## src/design/flash_host_pkg.sv

```systemverilog
// Package: constants and carrier types for the sector flash host controller
package flash_host_pkg;
   localparam int unsigned CLK_HZ = 40_000_000;
   localparam int unsigned CLK_NS = 25;
   localparam int unsigned ADDR_W = 19;
   localparam int unsigned SECTOR_BYTES = 256;
   // Key addresses and data bytes
   localparam logic [18:0] KEY_ADDR_A = 19'h05555;
   localparam logic [18:0] KEY_ADDR_B = 19'h02aaa;
   localparam logic [7:0] KEY_DATA_A = 8'haa;
   localparam logic [7:0] KEY_DATA_B = 8'h55;
   localparam logic [7:0] CMD_IDENT = 8'h90;
   localparam logic [7:0] CMD_PROGRAM = 8'ha0;
   localparam logic [7:0] CMD_IDENT_EXIT = 8'hf0;
   localparam logic [18:0] ADDR_MAKER = 19'h00000;
   localparam logic [18:0] ADDR_PART = 19'h00001;
   localparam logic [18:0] ADDR_BOOT_LO = 19'h00002;
   localparam logic [18:0] ADDR_BOOT_HI = 19'h7fff2;
   localparam int unsigned TOGGLE_BIT = 6;
   // Timing in its own units, then cycles
   localparam int unsigned IDENT_WAIT_MS = 20;
   localparam int unsigned IDENT_WAIT_CYC = IDENT_WAIT_MS * (CLK_HZ / 1000);
   localparam int unsigned BYTE_LOAD_WINDOW_US = 150;
   localparam int unsigned BYTE_LOAD_WINDOW_CYC = BYTE_LOAD_WINDOW_US * (CLK_HZ / 1_000_000);
   localparam int unsigned PROGRAM_CYCLE_TIME_MS = 20;
   localparam int unsigned STROBE_NS = 200;
   localparam int unsigned STROBE_CYC = (STROBE_NS + CLK_NS - 1) / CLK_NS;
   localparam int unsigned READ_NS = 250;
   localparam int unsigned READ_CYC = (READ_NS + CLK_NS - 1) / CLK_NS;
   localparam logic [3:0] RESET_CNT = 4'h0;
   // User commands
   typedef enum logic [1:0] {OP_READ, OP_IDENT, OP_IDENT_EXIT, OP_PROGRAM} op_t;
   typedef struct packed {
      op_t op;
      logic [18:0] addr;
   } cmd_t;
   typedef struct packed {
      logic [7:0] data;
      logic [18:0] addr;
   } ans_t;
endpackage : flash_host_pkg

```

## src/design/flash_host.sv

```systemverilog
// Host controller driving a sector flash through its parallel pins
`timescale 1ns/1ps
module flash_host #(
   parameter int unsigned IDENT_WAIT = flash_host_pkg::IDENT_WAIT_CYC
) (
   // Clock and reset
   input wire logic i_clk,
   input wire logic i_reset,
   // User command stream
   input wire logic i_cmd_valid,
   input wire flash_host_pkg::cmd_t i_cmd,
   output logic o_cmd_ready,
   // Program data stream, 256 bytes per program command
   input wire logic i_wdata_valid,
   input wire logic [7:0] i_wdata,
   output logic o_wdata_ready,
   // Read answer stream
   output logic o_ans_valid,
   output flash_host_pkg::ans_t o_ans,
   input wire logic i_ans_ready,
   // Status
   output logic o_busy,
   output logic o_load_late,
   // Flash pins
   output logic o_ce_n,
   output logic o_oe_n,
   output logic o_we_n,
   output logic [18:0] o_addr,
   output logic [7:0] o_dq,
   output logic o_dq_oe_n,
   input wire logic [7:0] i_dq
);
   typedef enum {S_IDLE, S_KEY, S_WAIT_ID, S_LOAD, S_POLL, S_READ, S_PUSH} state_t;
   state_t state_q;
   flash_host_pkg::op_t op_q;
   logic [18:0] addr_q;
   logic [1:0] key_q;
   logic [8:0] cnt_b_q;
   logic [23:0] wait_q;
   logic [4:0] ph_q;
   logic [7:0] dq_s1_q, dq_s2_q;
   logic tog_have_q, tog_q;
   logic [7:0] rd_q;
   // Two-entry answer buffer
   flash_host_pkg::ans_t buf_q [2];
   logic wr_q, rd_ptr_q;
   logic [1:0] cnt_q;
   logic push;

   function automatic logic [18:0] key_addr(input logic [1:0] k);
      return (k == 2'd1) ? flash_host_pkg::KEY_ADDR_B : flash_host_pkg::KEY_ADDR_A;
   endfunction : key_addr
   function automatic logic [7:0] key_data(input logic [1:0] k, input flash_host_pkg::op_t op);
      if (k == 2'd0) begin
         return flash_host_pkg::KEY_DATA_A;
      end
      if (k == 2'd1) begin
         return flash_host_pkg::KEY_DATA_B;
      end
      return (op == flash_host_pkg::OP_IDENT) ? flash_host_pkg::CMD_IDENT :
             (op == flash_host_pkg::OP_PROGRAM) ? flash_host_pkg::CMD_PROGRAM : flash_host_pkg::CMD_IDENT_EXIT;
   endfunction : key_data

   // Pin data is asynchronous to i_clk
   always_ff @(posedge i_clk or posedge i_reset) begin
      if (i_reset) begin
         dq_s1_q <= 8'h00;
         dq_s2_q <= 8'h00;
      end else begin
         dq_s1_q <= i_dq;
         dq_s2_q <= dq_s1_q;
      end
   end

   assign push = (state_q == S_PUSH) && (cnt_q != 2'd2);

   always_ff @(posedge i_clk or posedge i_reset) begin
      if (i_reset) begin
         wr_q <= 1'b0;
         rd_ptr_q <= 1'b0;
         cnt_q <= 2'd0;
         o_ans_valid <= 1'b0;
         o_ans <= '0;
      end else begin
         if (push) begin
            buf_q[wr_q] <= '{data: rd_q, addr: addr_q};
            wr_q <= ~wr_q;
         end
         if (o_ans_valid && i_ans_ready) begin
            rd_ptr_q <= ~rd_ptr_q;
         end
         cnt_q <= cnt_q + 2'(push) - 2'(o_ans_valid && i_ans_ready);
         // Registered head view keeps the output straight from a flop
         if (!o_ans_valid || i_ans_ready) begin
            o_ans_valid <= (cnt_q - 2'(o_ans_valid && i_ans_ready)) != 2'd0 || push;
            if ((cnt_q - 2'(o_ans_valid && i_ans_ready)) != 2'd0) begin
               o_ans <= buf_q[rd_ptr_q ^ (o_ans_valid && i_ans_ready)];
            end else begin
               o_ans <= '{data: rd_q, addr: addr_q};
            end
         end
      end
   end

   always_ff @(posedge i_clk or posedge i_reset) begin
      if (i_reset) begin
         state_q <= S_IDLE;
         op_q <= flash_host_pkg::OP_READ;
         addr_q <= '0;
         key_q <= 2'd0;
         cnt_b_q <= '0;
         wait_q <= '0;
         ph_q <= 5'(flash_host_pkg::RESET_CNT);
         tog_have_q <= 1'b0;
         tog_q <= 1'b0;
         rd_q <= 8'h00;
         o_ce_n <= 1'b1;
         o_oe_n <= 1'b1;
         o_we_n <= 1'b1;
         o_addr <= '0;
         o_dq <= 8'h00;
         o_dq_oe_n <= 1'b1;
         o_cmd_ready <= 1'b0;
         o_wdata_ready <= 1'b0;
         o_busy <= 1'b0;
         o_load_late <= 1'b0;
      end else begin
         o_wdata_ready <= 1'b0;
         unique case (state_q)
            S_IDLE: begin
               o_busy <= 1'b0;
               o_cmd_ready <= 1'b1;
               if (i_cmd_valid && o_cmd_ready) begin
                  o_cmd_ready <= 1'b0;
                  o_busy <= 1'b1;
                  op_q <= i_cmd.op;
                  addr_q <= i_cmd.addr;
                  key_q <= 2'd0;
                  ph_q <= '0;
                  state_q <= (i_cmd.op == flash_host_pkg::OP_READ) ? S_READ : S_KEY;
               end
            end
            S_KEY: begin
               // Keyed write on the low address bits only
               ph_q <= ph_q + 5'd1;
               o_ce_n <= 1'b0;
               o_addr <= key_addr(key_q);
               o_dq <= key_data(key_q, op_q);
               o_dq_oe_n <= 1'b0;
               o_we_n <= !(ph_q >= 5'd1 && ph_q <= 5'(flash_host_pkg::STROBE_CYC));
               if (ph_q == 5'(2 * flash_host_pkg::STROBE_CYC)) begin
                  ph_q <= '0;
                  key_q <= key_q + 2'd1;
                  if (key_q == 2'd2) begin
                     o_ce_n <= 1'b1;
                     o_dq_oe_n <= 1'b1;
                     wait_q <= '0;
                     cnt_b_q <= '0;
                     o_load_late <= 1'b0;
                     state_q <= (op_q == flash_host_pkg::OP_PROGRAM) ? S_LOAD : S_WAIT_ID;
                  end
               end
            end
            S_WAIT_ID: begin
               // Mode settles before any read is allowed
               wait_q <= wait_q + 24'd1;
               if (wait_q == 24'(IDENT_WAIT - 1)) begin
                  state_q <= S_IDLE;
               end
            end
            S_LOAD: begin
               // Same sector bits every byte, low byte counts up
               wait_q <= wait_q + 24'd1;
               if (wait_q == 24'(flash_host_pkg::BYTE_LOAD_WINDOW_CYC - 1)) begin
                  o_load_late <= 1'b1;
               end
               if (ph_q == 5'd0) begin
                  o_wdata_ready <= !o_wdata_ready;
                  if (i_wdata_valid && o_wdata_ready) begin
                     o_wdata_ready <= 1'b0;
                     o_dq <= i_wdata;
                     o_addr <= {addr_q[18:8], cnt_b_q[7:0]};
                     o_ce_n <= 1'b0;
                     o_dq_oe_n <= 1'b0;
                     ph_q <= 5'd1;
                  end
               end else begin
                  ph_q <= ph_q + 5'd1;
                  o_we_n <= !(ph_q <= 5'(flash_host_pkg::STROBE_CYC));
                  if (ph_q == 5'(2 * flash_host_pkg::STROBE_CYC)) begin
                     ph_q <= '0;
                     wait_q <= '0;
                     cnt_b_q <= cnt_b_q + 9'd1;
                     if (cnt_b_q == 9'(flash_host_pkg::SECTOR_BYTES - 1)) begin
                        o_ce_n <= 1'b1;
                        o_dq_oe_n <= 1'b1;
                        tog_have_q <= 1'b0;
                        state_q <= S_POLL;
                     end
                  end
               end
            end
            S_POLL: begin
               // Fixed address; only a change of the toggle bit matters
               ph_q <= ph_q + 5'd1;
               o_ce_n <= 1'b0;
               o_oe_n <= !(ph_q < 5'(flash_host_pkg::READ_CYC));
               if (ph_q == 5'(flash_host_pkg::READ_CYC + 2)) begin
                  ph_q <= '0;
                  tog_have_q <= 1'b1;
                  tog_q <= dq_s2_q[flash_host_pkg::TOGGLE_BIT];
                  if (tog_have_q && tog_q == dq_s2_q[flash_host_pkg::TOGGLE_BIT]) begin
                     o_ce_n <= 1'b1;
                     o_oe_n <= 1'b1;
                     state_q <= S_IDLE;
                  end
               end
            end
            S_READ: begin
               // Plain read; also fetches codes and boot state
               ph_q <= ph_q + 5'd1;
               o_ce_n <= 1'b0;
               o_addr <= addr_q;
               o_oe_n <= !(ph_q < 5'(flash_host_pkg::READ_CYC + 2));
               if (ph_q == 5'(flash_host_pkg::READ_CYC + 2)) begin
                  rd_q <= dq_s2_q;
                  o_ce_n <= 1'b1;
                  o_oe_n <= 1'b1;
                  state_q <= S_PUSH;
               end
            end
            S_PUSH: begin
               // Stall here while the answer buffer is full
               if (push) begin
                  state_q <= S_IDLE;
               end
            end
         endcase
      end
   end

   // Key writes checked at the falling strobe; the device latches them at the rising strobe
   a_key_we_width: assert property (@(posedge i_clk) disable iff (i_reset)
      $fell(o_we_n) |-> !o_we_n [*8] ##1 o_we_n) else $error("write strobe width wrong");
   a_key_first: assert property (@(posedge i_clk) disable iff (i_reset)
      (state_q == S_KEY && $fell(o_we_n) && key_q == 2'd0) |->
      o_addr == flash_host_pkg::KEY_ADDR_A && o_dq == flash_host_pkg::KEY_DATA_A)
      else $error("first key wrong");
   a_key_order: assert property (@(posedge i_clk) disable iff (i_reset)
      (state_q == S_KEY && $fell(o_we_n) && key_q == 2'd1) |-> o_addr == 19'h02aaa && o_dq == 8'h55)
      else $error("second key wrong");
   a_key_third: assert property (@(posedge i_clk) disable iff (i_reset)
      (state_q == S_KEY && $fell(o_we_n) && key_q == 2'd2) |-> o_addr == 19'h05555 &&
      o_dq == ((op_q == flash_host_pkg::OP_PROGRAM) ? 8'ha0 : (op_q == flash_host_pkg::OP_IDENT) ? 8'h90 : 8'hf0))
      else $error("third key wrong");
   a_write_drive: assert property (@(posedge i_clk) disable iff (i_reset)
      !o_we_n |-> !o_ce_n && !o_dq_oe_n && o_oe_n) else $error("write strobe without data drive");
   a_load_sector: assert property (@(posedge i_clk) disable iff (i_reset)
      (state_q == S_LOAD && $fell(o_we_n)) |-> o_addr[18:8] == addr_q[18:8]) else $error("sector moved");
   a_load_count: assert property (@(posedge i_clk) disable iff (i_reset)
      (state_q == S_LOAD && $fell(o_we_n)) |-> o_addr[7:0] == cnt_b_q[7:0]) else $error("byte order broken");
   a_oe_we_excl: assert property (@(posedge i_clk) disable iff (i_reset)
      !(~o_oe_n && ~o_we_n)) else $error("read and write strobes together");
   a_poll_addr: assert property (@(posedge i_clk) disable iff (i_reset)
      (state_q == S_POLL && $past(state_q) == S_POLL) |-> $stable(o_addr)) else $error("poll address moved");
   a_poll_release: assert property (@(posedge i_clk) disable iff (i_reset)
      (state_q == S_POLL) |-> o_dq_oe_n && o_we_n) else $error("data driven while polling");
   a_no_cmd_busy: assert property (@(posedge i_clk) disable iff (i_reset)
      (state_q == S_POLL) |-> !o_cmd_ready && o_we_n) else $error("command during program");
   a_ident_wait: assert property (@(posedge i_clk) disable iff (i_reset)
      (state_q == S_WAIT_ID) |-> o_ce_n && !o_cmd_ready) else $error("access during mode wait");
   a_late_flag: assert property (@(posedge i_clk) disable iff (i_reset)
      (state_q == S_LOAD && wait_q == 24'd6000) |=> o_load_late) else $error("late load not flagged");
   a_ans_hold: assert property (@(posedge i_clk) disable iff (i_reset)
      (o_ans_valid && !i_ans_ready) |=> o_ans_valid && $stable(o_ans)) else $error("answer dropped while stalled");
   a_ready_idle: assert property (@(posedge i_clk) disable iff (i_reset)
      o_cmd_ready |-> !o_busy) else $error("command offered while busy");
   // Main scenarios
   c_program: cover property (@(posedge i_clk) state_q == S_POLL ##1 state_q == S_IDLE);
   c_ident: cover property (@(posedge i_clk) state_q == S_WAIT_ID ##1 state_q == S_IDLE);
   c_buf_full: cover property (@(posedge i_clk) cnt_q == 2'd2);
   c_late: cover property (@(posedge i_clk) $rose(o_load_late));
   c_exit: cover property (@(posedge i_clk) state_q == S_KEY && op_q == flash_host_pkg::OP_IDENT_EXIT ##1
      state_q == S_WAIT_ID);
endmodule : flash_host

```

## config.mk

```make
export PLATFORM = sky130hd
export DESIGN_NAME = flash_host
export DESIGN_NICKNAME = d
export VERILOG_FILES = /design/src/design/flash_host_pkg.sv /design/src/design/flash_host.sv
export SDC_FILE = /design/constraint.sdc
export NUM_CORES = 1
export LEC_CHECK = 0
export BUFFER_PORTS_ARGS = -buffer_cell sky130_fd_sc_hd__buf_4
export CAP_MARGIN = 20
export CORE_MARGIN = 2
export CORE_UTILIZATION = 58
export DETAILED_ROUTE_END_ITERATION = 6
export PLACE_DENSITY = 0.79
export SETUP_SLACK_MARGIN = 0.02
export SLEW_MARGIN = 20
export SYNTH_ARGS = -nofsm -noshare
export SYNTH_HDL_FRONTEND = slang
export SYNTH_SLANG_ARGS = --single-unit
```

## constraint.sdc

```tcl
create_clock -name i_clk -period 6.2 [get_ports i_clk]
set_clock_uncertainty 0.1 [all_clocks]
set_input_delay 0.31 -clock i_clk [delete_from_list [all_inputs] [get_ports i_clk]]
set_output_delay 0.31 -clock i_clk [all_outputs]
set_load 0.005 [all_outputs]
```

==> results.json <==
{
  "outcome": "finished, violations left",
  "violations": "negative hold slack",
  "maxSlewViolCount": 0,
  "cp.required_ps": 6480,
  "gr-usage-met2": 0.451,
  "cts_buffers": 23,
  "sequentialPowerShare": 0.436,
  "drc": 0,
  "coreArea_sq_um": 15800,
  "cts_sinks": 211,
  "synth.top_cell.area_share": 0.411,
  "drt-initial-drc-count": 480,
  "crit_type": "flop to flop",
  "fp.dieW_microns": 131,
  "yosysWarnings": 0,
  "avgRoutedWirePerCell_microns": 18.7,
  "firstDrtPassIters": 4,
  "viasPerCell": 5.81,
  "grt.total_usage": 0.257,
  "r2r_end": "o_addr[2]",
  "synth_top_family_by_area": "simple AND/OR/NAND/NOR gates",
  "syn_to_final_growth_pct": 21.5,
  "peakVddDrop_mv": 0.248,
  "row_count": 46,
  "period_needed_ps": 2760,
  "fmax_mhz": 362,
  "clk_pin_slew_ps": 60,
  "use_met3": 0.0391,
  "synthDistinctLibCells": 68,
  "netlist_top_cells_area": "dfrtp_1 41%, edfxtp_1 17%, mux2_2 3.7%",
  "crit_path_end_kind": "flop",
  "start_kind": "flop",
  "leakage_nw": 5.00,
  "fin_crit_sh": 0.445,
  "dieArea_sq_um": 17100,
  "cts_resized": 0,
  "final_hold_viol_count": 1,
  "final_common_cell": "dfrtp_1",
  "whs_ps": -1.95,
  "min_to": "o_dq[6]",
  "yosys.area_share.simple": 0.133,
  "start_util": 0.590,
  "cap_violations": 0,
  "p_clk_frac": 0.259,
  "cts-root-buf": "clkbuf_16",
  "yosysTopAreaCell": "dfrtp_1",
  "ant_nets": 0,
  "io_buffers": 104,
  "synth_seq_area_share": 0.597,
  "dp_cells": 1068,
  "post_cts_buffers": 0,
  "antenna_cells": 0,
  "grt_max_degree": 95,
  "setup_tns_ps": 0,
  "reg2reg_depth": 5,
  "synth_compound_area_frac": 0.126,
  "internal_power_mw": 3.26,
  "hpwl_microns": 14100,
  "setup_violations": 0,
  "synth_xor_area_frac": 0.0274,
  "synthAdderAreaFrac": 0.0161,
  "netlist_area_sq_um": 9310,
  "power.switching_mw": 1.63,
  "gp_congestion": 0.891,
  "hold_start": "i_wdata[6]",
  "h-tree-depth": 1,
  "synth-edff-count": 54,
  "clk_latency_ps": 520,
  "clock_path_buffers": 3,
  "vias": 6642,
  "crit_fanout": 21,
  "synth_ff_type": "dfrtp_1",
  "layout.cells.non_filler": 1144,
  "antenna_found_initial": 0,
  "rsz0062_at_grt": "no",
  "hold_depth": 3,
  "sw_frac_of_total": 0.333,
  "final_cell_mix": "153 x dfrtp_1, 109 x buf_4, 75 x nand2_1",
  "r2r_start": "state_q[1]",
  "cts_tree": "done",
  "syn_area_per_cell_sq_um": 11.9,
  "syn_nets": 838,
  "fin_ws_ps": 3440,
  "synthMuxAreaShare": 0.0719,
  "syn_inst": 784,
  "rrSetupSlack_ps": 3440,
  "async_flop_share": 0.744,
  "pin_count": 105,
  "grt_use_met1": 0.336,
  "hp-class": "input port to flop",
  "final_nets": 966,
  "place_ws_ps": 3210,
  "post-route-util": 0.718,
  "arrival_ps": 3040,
  "busiest_layer": "met2",
  "worstMarginPinSlew_ps": 842,
  "grt_pass1_vias": 6635,
  "die_y_microns": 131,
  "routed_wl_microns": 21400,
  "grt.overflow.total": 0,
  "drive_above_1_share": 0.223,
  "cts_hold_buf": 34,
  "comb_power_share": 0.305,
  "slew_headroom": 0.438,
  "p_per_area_nw_per_um2": 432,
  "grt_pass1_wl_microns": 34500,
  "ys_seq_elements": 211
}
[power by group through the flow]
stage / Combinational (mW) / Sequential [mW] / Clock (mW)
global route: 1.64 / 2.18 / 1.34
floorplan: 0.945 / 2.03 / 0
finish: 1.49 / 2.14 / 1.27
detailed placement: 1.45 / 2.15 / 0
CTS: 1.48 / 2.13 / 1.28
global placement: 1.37 / 2.13 / 0
[cells by family after synthesis]
family | Yosys count
AOI/OAI and AO/OA | 175
and+or+nand+nor | 237
muxes | 63
buffers and inverters | 59
xor gates and xnor gates | 27
DFF | 211
adders and majority gates | 12
[critical path, cell delays in order, from the launching register on]
cell	delay, ps
dfrtp_1	760
nand3b_1	620
nand2_1	550
nor2_1	220
a221oi_1	280
o21ai_1	90
[through the flow]
| stage | instance area (sq um) | total power [mW] |
|---|---|---|
| final | 11300 | 4.89 |
| after global routing | 11300 | 5.16 |
| after CTS | 11300 | 4.89 |
| after detailed placement | 10300 | 3.60 |
| after global placement | 10200 | 3.50 |
| after floorplan | 9310 | 2.98 |
[worst max path at each step]
stage,depth (start not counted),to,start
5_1_grt,5,o_addr[2],state_q[1]
3_3_place_gp,7,o_addr[10],ph_q[0]
4_1_cts,7,o_addr[5],ph_q[1]
2_1_floorplan,1,addr_q[0],i_reset
6_report,5,o_addr[2],state_q[1]
3_5_place_dp,7,o_addr[10],ph_q[1]
[synth_stat cells, drive strengths merged, types with 4 or more instances]
library cell  count
buf              23
xnor2            16
a21o             29
nand2b            6
nor2             64
a31oi             5
and3              8
dfrtp           153
edfxtp           54
nor3              8
nand2            76
clkbuf           19
dfstp             4
xor2             11
nor4             13
a211oi           27
o21ai            51
mux2i            32
mux2             31
a21oi            28
o31ai             5
or3               7
nand3            20
ha               12
inv              16
nand4            12
a221oi            9
and2              5
[per-layer routing]
metal  share of wire  wire (microns)  vias to the layer above
met5               0               0                        -
li1                -               -                     3087
met3           0.049            1040                       40
met4           0.025             524                        0
met2            0.51           10900                      186
met1            0.42            8900                     3329
[flip-flops by register name (all words and copies together) (netlist names), 2 cells and up]
name,cells
cnt_b_q,9
buf_q,54
op_q,2
dq_s2_q,8
cnt_q,2
o_ans,27
o_addr,19
state_q,3
wait_q,24
key_q,2
addr_q,19
dq_s1_q,8
ph_q,5
rd_q,8
o_dq,8
[area by class of cell]
type | count | area, sq um
flip-flops and latches | 211 | 5560
fillers | 1145 | 4450
multi-input cells | 514 | 3520
repair buffers | 145 | 1210
clock buffers | 31 | 626
well taps | 216 | 270
clock inverters | 10 | 72.6
inverters | 17 | 68.8
No activity file was read; power rests on OpenSTA's default activity.
